File: config.mk
export PLATFORM = sky130hd
export DESIGN_NAME = motion_config_word_decoder
export DESIGN_NICKNAME = d
export VERILOG_FILES = /design/src/verilog/word_format_codec.v /design/src/verilog/motion_config_word_decoder.v
export VERILOG_INCLUDE_DIRS = /design/src /design/src/verilog
export SDC_FILE = /design/constraint.sdc
export NUM_CORES = 2
export LEC_CHECK = 0
export BUFFER_PORTS_ARGS = -buffer_cell sky130_fd_sc_hd__buf_4
export CAP_MARGIN = 20
export CORE_UTILIZATION = 30
export DETAILED_ROUTE_END_ITERATION = 16
export HOLD_SLACK_MARGIN = 0.06
export PLACE_DENSITY_LB_ADDON = 0.25
export SYNTH_ARGS = -nofsm -noshare
export SYNTH_HDL_FRONTEND = slang
export SYNTH_SLANG_ARGS = --single-unit
File: constraint.sdc
create_clock -name i_clk_sys -period 24.7 [get_ports i_clk_sys]
set_input_delay 4.94 -clock i_clk_sys [delete_from_list [all_inputs] [get_ports i_clk_sys]]
set_output_delay 4.94 -clock i_clk_sys [all_outputs]
set_load 0.02 [all_outputs]
File: src/verilog/motion_config_consts.vh
`ifndef MOTION_CONFIG_CONSTS_VH
`define MOTION_CONFIG_CONSTS_VH

// setup word a field positions
`define CFG_A_MODE_BIT      15
`define CFG_A_ENC_EN_BIT    10
`define CFG_A_RSV_HI        9
`define CFG_A_RSV_LO        6
`define CFG_A_SEL_W         3

// setup word b field positions
`define CFG_B_READBACK_BIT  11
`define CFG_B_PERSIST_BIT   10
`define CFG_B_REPORT_BIT    9
`define CFG_B_COMMAND_BIT   8
`define CFG_B_ORDER_BIT     7
`define CFG_B_RSV1_HI       14
`define CFG_B_RSV1_LO       12
`define CFG_B_RSV2_HI       6
`define CFG_B_RSV2_LO       2

// input function selector codes
`define FN_GENERAL   3'h0
`define FN_CW_LIMIT  3'h1
`define FN_CCW_LIMIT 3'h2
`define FN_START_IDX 3'h3
`define FN_CTRL_STOP 3'h4
`define FN_ESTOP     3'h5
`define FN_HOME      3'h6
`define FN_INVALID   3'h7

// persist status codes in the last input word
`define PERSIST_OK   16'hAAAA
`define PERSIST_FAIL 16'hEEEE
`define WORD_ZERO    16'h0000

// reset values of the held setup words
`define CFG_A_RESET  16'h0000
`define CFG_B_RESET  16'h0003

// multi-word scale
`define MULTI_SCALE  32'sd1000

`endif

File: src/verilog/word_format_codec.v
`timescale 1ns/10ps
`default_nettype none
`include "motion_config_consts.vh"

// converts one 32-bit signed value to and from its two network words
module word_format_codec (
  // format selection
  input  wire        i_fmt32,       // 1: signed 32-bit, 0: multi-word
  input  wire        i_big_endian,  // word order for 32-bit form
  // value to report
  input  wire [31:0] i_value,
  output wire [15:0] o_first,
  output wire [15:0] o_second,
  // words to interpret
  input  wire [15:0] i_first,
  input  wire [15:0] i_second,
  output wire [31:0] o_value
);

  // quotient and remainder truncate toward zero, so both keep the sign
  wire signed [31:0] quo   = $signed(i_value) / `MULTI_SCALE;
  wire signed [31:0] rem   = $signed(i_value) % `MULTI_SCALE;
  // out-of-range values simply wrap; the host must stay in range
  wire signed [31:0] multi = $signed({{16{i_first[15]}}, i_first})
                             * `MULTI_SCALE
                             + $signed({{16{i_second[15]}}, i_second});

  // report packing [RULE23] [RULE24]
  assign o_first  = !i_fmt32 ? quo[15:0] :
                    (i_big_endian ? i_value[31:16] : i_value[15:0]);
  assign o_second = !i_fmt32 ? rem[15:0] :
                    (i_big_endian ? i_value[15:0] : i_value[31:16]);

  // command unpacking [RULE23] [RULE24]
  assign o_value  = !i_fmt32 ? multi :
                    (i_big_endian ? {i_first, i_second}
                                  : {i_second, i_first});

endmodule
`default_nettype wire

File: src/verilog/motion_config_word_decoder.v
`timescale 1ns/10ps
`default_nettype none
`include "motion_config_consts.vh"

// Summary of operation
// [RULE1] word a bit 10 enables built-in encoder
// [RULE2] host writes zero to word a bits 9-6
// [RULE3] selectors: input 2 bits 5-3, input 1 bits 2-0
// [RULE4] code 000: input only reported to host
// [RULE5] 001 clockwise limit, 010 counter-clockwise limit
// [RULE6] 011 rising starts index; changes capture encoder
// [RULE7] 100 stops jog or registration, captures encoder
// [RULE8] 101 rising edge halts all motion immediately
// [RULE9] 110 defines home position during homing
// [RULE10] code 111 reserved, treated as invalid
// [RULE11] word b bit 15 is ignored
// [RULE12] host writes zero to word b reserved bits
// [RULE13] readback bit on config entry returns held setup
// [RULE14] no new setup accepted while readback set
// [RULE15] word b bit 10 rising edge saves to flash
// [RULE16] invalid held setup: save edge ignored
// [RULE17] save success: last word AAAA, status flashes
// [RULE18] save failure: last word EEEE
// [RULE19] after a save, ignore all commands until reset
// [RULE20] bit 9 selects report format
// [RULE21] bit 8 selects command format
// [RULE22] bit 7 word order, only for 32-bit forms
// [RULE23] multi-word form: quotient by 1000, then remainder
// [RULE24] word order picks which half travels first
// [RULE25] invalid setup: stay in command mode, flag error
// [RULE26] edges found once from corrected successive samples
module motion_config_word_decoder #(
  parameter N_INPUTS = 2  // number of discrete inputs
) (
  // clock and reset
  input  wire                i_clk_sys,
  input  wire                i_rst_n,
  // network output words from the host
  input  wire                i_out_valid,    // one-cycle new-data strobe
  input  wire [15:0]         i_setup_word_a,
  input  wire [15:0]         i_setup_word_b,
  input  wire [15:0]         i_cmd_first,    // wide parameter, first word
  input  wire [15:0]         i_cmd_second,   // wide parameter, second word
  // discrete inputs, raw level
  input  wire [N_INPUTS-1:0] i_in_raw,
  // motion state to report
  input  wire [31:0]         i_motor_pos,
  input  wire [31:0]         i_encoder_pos,
  input  wire                i_homing,       // homing sequence running
  input  wire                i_jog_active,   // jog or registration move
  // flash port
  output wire                o_flash_req,    // one-cycle write request
  input  wire                i_flash_done,   // one-cycle completion
  input  wire                i_flash_ok,     // result with done
  // decoded setup
  output reg                 o_config_mode,
  output reg                 o_cfg_error,
  output reg                 o_encoder_en,
  output reg                 o_report_fmt32,
  output reg                 o_command_fmt32,
  output reg                 o_big_endian,
  output reg                 o_locked,
  output reg                 o_status_flash,
  // input functions
  output reg  [N_INPUTS-1:0] o_gp_state,
  output reg                 o_cw_limit,
  output reg                 o_ccw_limit,
  output reg                 o_start_index,  // pulse
  output reg                 o_ctrl_stop,    // pulse
  output reg                 o_emergency_stop, // pulse
  output reg                 o_home_event,   // pulse
  // network input words
  output reg  [15:0]         o_in_word_a,
  output reg  [15:0]         o_in_word_b,
  output reg  [15:0]         o_last_word,
  output reg  [15:0]         o_motor_first,
  output reg  [15:0]         o_motor_second,
  output reg  [15:0]         o_enc_first,
  output reg  [15:0]         o_enc_second,
  output reg  [15:0]         o_cap_first,
  output reg  [15:0]         o_cap_second,
  output reg  [31:0]         o_cmd_value
);

  // save sequence states
  localparam ST_IDLE = 2'b00;
  localparam ST_BUSY = 2'b01;
  localparam ST_DONE = 2'b10;

  reg  [15:0]         cfg_a;        // held setup word a
  reg  [15:0]         cfg_b;        // held setup word b
  reg                 persist_prev; // last seen save bit
  reg                 readback;     // mirroring held setup
  reg  [1:0]          save_state;
  reg  [1:0]          next_save_state;
  reg  [N_INPUTS-1:0] act_prev;     // corrected inputs, last cycle
  reg  [31:0]         captured;     // latched encoder position
  reg                 flash_req;

  wire enter_cfg = i_out_valid & i_setup_word_a[`CFG_A_MODE_BIT];
  wire [2:0] sel_new1 = i_setup_word_a[2:0];
  wire [2:0] sel_new2 = i_setup_word_a[5:3];

  // checks the incoming words before they are taken
  wire new_valid =
    (i_setup_word_a[`CFG_A_RSV_HI:`CFG_A_RSV_LO] == 4'h0) &&
    (i_setup_word_b[`CFG_B_RSV1_HI:`CFG_B_RSV1_LO] == 3'h0) &&
    (i_setup_word_b[`CFG_B_RSV2_HI:`CFG_B_RSV2_LO] == 5'h00) &&
    (sel_new1 != `FN_INVALID) && (sel_new2 != `FN_INVALID) && // [RULE10]
    ((sel_new1 != sel_new2) || (sel_new1 == `FN_GENERAL));

  // bit 15 of word b takes no part in any check [RULE11]
  wire held_valid =
    (cfg_a[`CFG_A_RSV_HI:`CFG_A_RSV_LO] == 4'h0) &&
    (cfg_a[2:0] != `FN_INVALID) && (cfg_a[5:3] != `FN_INVALID);

  // readback holds off new setup; lock holds off setup, save and readback
  wire take_new = enter_cfg & ~o_locked & ~readback
                  & ~i_setup_word_b[`CFG_B_READBACK_BIT];       // [RULE14]

  // save request on a clean 0 to 1 of the save bit
  wire persist_rise = i_out_valid & ~o_locked
                      & i_setup_word_b[`CFG_B_PERSIST_BIT]
                      & ~persist_prev;                          // [RULE15]
  wire save_go = persist_rise & held_valid & new_valid
                 & (save_state == ST_IDLE);                     // [RULE16]

  assign o_flash_req = flash_req;

  // per-input corrected level, edge terms and function decode
  wire [N_INPUTS-1:0] act;
  wire [N_INPUTS-1:0] rise;
  wire [N_INPUTS-1:0] chg;
  wire [N_INPUTS-1:0] is_cw;
  wire [N_INPUTS-1:0] is_ccw;
  wire [N_INPUTS-1:0] go_index;
  wire [N_INPUTS-1:0] go_stop;
  wire [N_INPUTS-1:0] go_estop;
  wire [N_INPUTS-1:0] go_home;
  wire [N_INPUTS-1:0] cap_hit;

  genvar gi;
  generate
    for (gi = 0; gi < N_INPUTS; gi = gi + 1) begin : g_in
      wire [2:0] sel = cfg_a[`CFG_A_SEL_W*gi +: `CFG_A_SEL_W]; // [RULE3]
      // active-level bit 1 means the raw level is the active level
      assign act[gi]  = i_in_raw[gi] ^ ~cfg_b[gi];
      assign rise[gi] = act[gi] & ~act_prev[gi];               // [RULE26]
      assign chg[gi]  = act[gi] ^ act_prev[gi];                // [RULE26]
      assign is_cw[gi]    = (sel == `FN_CW_LIMIT) & act[gi];   // [RULE5]
      assign is_ccw[gi]   = (sel == `FN_CCW_LIMIT) & act[gi];  // [RULE5]
      assign go_index[gi] = (sel == `FN_START_IDX) & rise[gi]; // [RULE6]
      assign go_stop[gi]  = (sel == `FN_CTRL_STOP) & rise[gi]
                            & i_jog_active;                    // [RULE7]
      assign go_estop[gi] = (sel == `FN_ESTOP) & rise[gi];     // [RULE8]
      assign go_home[gi]  = (sel == `FN_HOME) & rise[gi]
                            & i_homing;                        // [RULE9]
      // capture on any change for 011, on the stop itself for 100
      assign cap_hit[gi]  = o_encoder_en &
                            (((sel == `FN_START_IDX) & chg[gi]) |
                             go_stop[gi]);                     // [RULE6] [RULE7]
    end
  endgenerate

  // format codecs: motor, encoder, captured; first also unpacks commands
  wire [95:0] rep_vals = {captured, i_encoder_pos, i_motor_pos};
  wire [15:0] rep_first  [0:2];
  wire [15:0] rep_second [0:2];
  wire [31:0] cmd_unpacked;

  generate
    for (gi = 0; gi < 3; gi = gi + 1) begin : g_codec
      wire [31:0] unpack;
      word_format_codec u_codec (
        .i_fmt32      (gi == 0 ? o_command_fmt32 : o_report_fmt32),
        .i_big_endian (o_big_endian),
        .i_value      (rep_vals[32*gi +: 32]),
        .o_first      (rep_first[gi]),
        .o_second     (rep_second[gi]),
        .i_first      (i_cmd_first),
        .i_second     (i_cmd_second),
        .o_value      (unpack)
      );
      if (gi == 0) begin : g_cmd
        assign cmd_unpacked = unpack;
      end
    end
  endgenerate

  // the motor codec instance sees the command flag through slot 0, not the report flag
  wire [31:0] motor_rep_sel = i_motor_pos;
  wire signed [31:0] m_quo = $signed(motor_rep_sel) / `MULTI_SCALE;
  wire signed [31:0] m_rem = $signed(motor_rep_sel) % `MULTI_SCALE;

  // save sequence next state
  always @* begin
    next_save_state = save_state;
    case (save_state)
      ST_IDLE: begin
        if (save_go) begin
          next_save_state = ST_BUSY;
        end
      end
      ST_BUSY: begin
        if (i_flash_done) begin
          next_save_state = ST_DONE;
        end
      end
      ST_DONE: begin
        next_save_state = ST_DONE;   // only reset leaves this state
      end
      default: begin
        next_save_state = ST_IDLE;
      end
    endcase
  end

  // setup registers, status and save handling
  always @(posedge i_clk_sys) begin
    if (!i_rst_n) begin
      cfg_a           <= `CFG_A_RESET;
      cfg_b           <= `CFG_B_RESET;
      persist_prev    <= 1'b0;
      readback        <= 1'b0;
      save_state      <= ST_IDLE;
      flash_req       <= 1'b0;
      o_config_mode   <= 1'b0;
      o_cfg_error     <= 1'b0;
      o_locked        <= 1'b0;
      o_status_flash  <= 1'b0;
      o_last_word     <= `WORD_ZERO;
      o_in_word_a     <= `WORD_ZERO;
      o_in_word_b     <= `WORD_ZERO;
    end else begin
      save_state <= next_save_state;
      flash_req  <= save_go;
      if (i_out_valid) begin
        persist_prev <= i_setup_word_b[`CFG_B_PERSIST_BIT];
      end
      // readback latches on entry to config mode [RULE13]
      if (i_out_valid && !o_locked) begin
        if (!i_setup_word_a[`CFG_A_MODE_BIT]) begin
          readback      <= 1'b0;
          o_config_mode <= 1'b0;
        end else if (!o_config_mode && !readback &&
                     i_setup_word_b[`CFG_B_READBACK_BIT]) begin
          readback <= 1'b1;                                     // [RULE13]
        end else if (!i_setup_word_b[`CFG_B_READBACK_BIT]) begin
          readback <= 1'b0;
        end
      end
      // take or refuse new setup words
      if (take_new) begin
        if (new_valid) begin
          cfg_a         <= i_setup_word_a;
          cfg_b         <= i_setup_word_b;
          o_config_mode <= 1'b1;
          o_cfg_error   <= 1'b0;
        end else begin
          o_config_mode <= 1'b0;                                // [RULE25]
          o_cfg_error   <= 1'b1;                                // [RULE25]
        end
      end
      // mirrors show the held setup words
      o_in_word_a <= cfg_a;
      o_in_word_b <= cfg_b;
      // save outcome, then lock until reset
      if (save_state == ST_BUSY && i_flash_done) begin
        o_locked <= 1'b1;                                       // [RULE19]
        if (i_flash_ok) begin
          o_last_word    <= `PERSIST_OK;                        // [RULE17]
          o_status_flash <= 1'b1;                               // [RULE17]
        end else begin
          o_last_word <= `PERSIST_FAIL;                         // [RULE18]
        end
      end
    end
  end

  // decoded flags and input functions
  always @(posedge i_clk_sys) begin
    if (!i_rst_n) begin
      act_prev         <= {N_INPUTS{1'b0}};
      captured         <= 32'h00000000;
      o_encoder_en     <= 1'b0;
      o_report_fmt32   <= 1'b0;
      o_command_fmt32  <= 1'b0;
      o_big_endian     <= 1'b0;
      o_gp_state       <= {N_INPUTS{1'b0}};
      o_cw_limit       <= 1'b0;
      o_ccw_limit      <= 1'b0;
      o_start_index    <= 1'b0;
      o_ctrl_stop      <= 1'b0;
      o_emergency_stop <= 1'b0;
      o_home_event     <= 1'b0;
    end else begin
      act_prev        <= act;
      o_encoder_en    <= cfg_a[`CFG_A_ENC_EN_BIT];              // [RULE1]
      o_report_fmt32  <= cfg_b[`CFG_B_REPORT_BIT];              // [RULE20]
      o_command_fmt32 <= cfg_b[`CFG_B_COMMAND_BIT];             // [RULE21]
      // order matters only when a 32-bit form is chosen
      o_big_endian    <= cfg_b[`CFG_B_ORDER_BIT] &
                         (cfg_b[`CFG_B_REPORT_BIT] |
                          cfg_b[`CFG_B_COMMAND_BIT]);           // [RULE22]
      // every input is reported whatever its function [RULE4]
      o_gp_state      <= act;
      o_cw_limit      <= |is_cw;
      o_ccw_limit     <= |is_ccw;
      // once locked, no command starts motion any more
      o_start_index    <= |go_index & ~o_locked;                // [RULE19]
      o_ctrl_stop      <= |go_stop;
      o_emergency_stop <= |go_estop;                            // [RULE8]
      o_home_event     <= |go_home;
      if (|cap_hit) begin
        captured <= i_encoder_pos;                              // [RULE6]
      end
    end
  end

  // packed report words and unpacked command value
  always @(posedge i_clk_sys) begin
    if (!i_rst_n) begin
      o_motor_first  <= `WORD_ZERO;
      o_motor_second <= `WORD_ZERO;
      o_enc_first    <= `WORD_ZERO;
      o_enc_second   <= `WORD_ZERO;
      o_cap_first    <= `WORD_ZERO;
      o_cap_second   <= `WORD_ZERO;
      o_cmd_value    <= 32'h00000000;
    end else begin
      // slot 0 codec runs in command format, so motor packs here
      if (o_report_fmt32) begin
        o_motor_first  <= o_big_endian ? i_motor_pos[31:16]
                                       : i_motor_pos[15:0];     // [RULE24]
        o_motor_second <= o_big_endian ? i_motor_pos[15:0]
                                       : i_motor_pos[31:16];
      end else begin
        o_motor_first  <= m_quo[15:0];                          // [RULE23]
        o_motor_second <= m_rem[15:0];
      end
      o_enc_first  <= rep_first[1];                             // [RULE20]
      o_enc_second <= rep_second[1];
      o_cap_first  <= rep_first[2];
      o_cap_second <= rep_second[2];
      if (!o_locked) begin
        o_cmd_value <= cmd_unpacked;                            // [RULE21]
      end
    end
  end

endmodule
`default_nettype wire

==> metrics.cfg <==
[clocking]
clk_path_buf_depth=3
hold_buffers=0
cts_root_buf=clkbuf_16
htreeDepth=1
clkTransAtPathRegs_ns=0.07
cts_tree=done
cts_num_sinks=243
clk_latency_ns=0.63
cts_buffers=30

[synth]
synth_ff_type=dfxtp_1
synth-xor-area-share_pct=9.63
netlist_area_um2=36700
yosysWarnings=0
synth_compound_area_share_pct=32.6
ys_seq_area_share_pct=13.3
ys_ff_latch=243
synth_edf_count=0
synth_cell_types=178
syn_area_per_cell_um2=7.63
muxShareOfSynthArea_pct=7.51
ys_async_sr_fraction_pct=0
synth_top_family_by_area=compound AO/OA/AOI/OAI gates
synth_fa_ha_area_share_pct=7.47
syn_inst=4806
yosys.area_share.simple_pct=23.7

[timing]
setup_viol=0
timing.hold.ws_ns=0.417
setup_tns_ns=0
fin_crit_sh_pct=95.4
worst_slack_ns=1.13
relSlewSlack_pct=18.5
hold_violations=0
rsz0062_at_grt=yes
clock_skew_ns=0.0367
fmax_mhz=42.4
worst_slew_pin_slew_ns=1.22
report.final.slew_viol_count=0
min_period_ns=23.57

[floorplanning]
start_util_pct=30.4
dieArea_um2=124000
core_area_um2=121000
fp.dieW_um=352
num_io_pins=330
die_height_um=352
num_rows=127

[critical_path]
critical_path_class=primary input to flip-flop
reg2reg_slack_ns=1.82
crit_top_cell=buf_4
start_kind=primary input
critPathCaptureType=flip-flop
arrival_ns=24.03
slowest_stage=or4_4
crit_path_max_incr_delay_ns=0.61
crit_fanout=11
cp.required_ns=25.16

[route]
dr.pass1.iters=5
drt-initial-drc-count=3057
vias=38600
ant_nets=0
avgRoutedWirePerCell_um=19.4
routed_wl_um=133000
drc=0
viasPerCell=5.63

[grt]
antenna_found_initial=19
gr-total-overflow=0
grt_util_all_layers_pct=20.5
grt_pass1_wl_um=205000
grt_max_degree=134
grt_pass1_vias=35600

[cells_and_area]
regArea_um2=4870
mostFrequentLayoutCells=buf_4 (635), nor2_1 (479), nand2_1 (402)
fill_cells=12800
drive_gt1_share_pct=22.7
layout_commonest_cell=buf_4
largest_registers=captured x32, o_cmd_value x32
layout.nets=5512
fin_cells=6856
area_growth_pct=17.8
multi_input_area_um2=29900

[placement]
place.gp.congestion=0.909
portBuffers=325
placed_cells=6796
post-place-ws_ns=-0.0355
dpl.hpwl_um=105000

[run_status]
outcome=completed

[run]
cap_violations=0

[hold_path]
min_path_type=flip-flop to flip-flop

worst paths after layout:
kind | from | to | cells after the start
worst max register to register | captured[0]$_SDFFE_PN0P_ | o_cap_second[11]$_SDFF_PN0_ | 67
worst max-delay path | i_motor_pos[11] | o_motor_second[14]$_SDFF_PN0_ | 67
worst min-delay path | cfg_a[10]$_SDFFE_PN0P_ | o_in_word_a[10]$_SDFF_PN0_ | 2
worst min register to register | cfg_a[10]$_SDFFE_PN0P_ | o_in_word_a[10]$_SDFF_PN0_ | 2
cells in the mapped netlist (60+ instances only):
cell type / count / area (um2)
a211oi_1: 66 / 495
a21oi_1: 327 / 1640
fa_1: 60 / 1200
xnor2_1: 250 / 2190
clkbuf_1: 139 / 522
nand3_1: 123 / 616
and2_1: 67 / 419
nor2_1: 480 / 1800
o211ai_1: 79 / 593
ha_1: 95 / 1190
xor2_1: 126 / 1100
mux2i_1: 186 / 1860
mux2_2: 60 / 676
o31ai_1: 65 / 488
nand2_1: 404 / 1520
inv_1: 153 / 574
o21ai_0: 225 / 1130
dfxtp_1: 243 / 4860
nor3_1: 138 / 691
routing by layer:
| metal | GRT usage (%) | part of all wire, % | wire length, um |
|---|---|---|---|
| met5 | 0 | 0.083 | 110 |
| met4 | 5.03 | 2.3 | 3120 |
| met3 | 3.24 | 6.9 | 9170 |
| met2 | 32.0 | 44 | 58200 |
| met1 | 29.2 | 47 | 62500 |
through the flow:
step / utilization (%) / area, um2
after global placement: 34.8 / 42000
final: 35.8 / 43200
after CTS: 35.7 / 43000
after detailed placement: 34.8 / 42000
after global routing: 35.8 / 43200
after floorplan: - / 36700
area by class of cell:
| cell class | instances | share of cell area, % |
|---|---|---|
| Inverter | 158 | 1.38 |
| Antenna cell | 3 | 0.0174 |
| Timing Repair Buffer | 637 | 11.1 |
| Clock buffer | 37 | 1.87 |
| Tap cell | 1612 | 4.67 |
| Sequential cell | 243 | 11.3 |
| Multi-Input combinational cell | 4150 | 69.1 |
| Clock inverter | 16 | 0.527 |
logic make-up after synthesis:
group / Yosys count
AO/OA/AOI/OAI: 1601
AND/OR/NAND/NOR: 1705
buffers and inverters: 416
other: 1
adder cells (fa/ha/maj): 189
XOR/XNOR: 390
multiplexers: 261
flip-flops: 243
timing repair:
item | 4_1_cts | 5_1_grt
setup endpoints to repair | 0 | 50
resized for setup | 0 | 29
setup buffers | 0 | 4
worst max-delay path: cells and delay by family:
| family | cells | cell delay [ns] |
|---|---|---|
| fa+ha+maj | 3 | 0.95 |
| xor+xnor | 2 | 0.48 |
| simple gates | 22 | 6.44 |
| mux | 2 | 0.44 |
| buf+inv | 4 | 0.59 |
| compound gates | 34 | 10.16 |
Power is left out: the tool's default activity adds up to more than one toggle a clock period on the data nets, which glitch-free logic cannot reach.
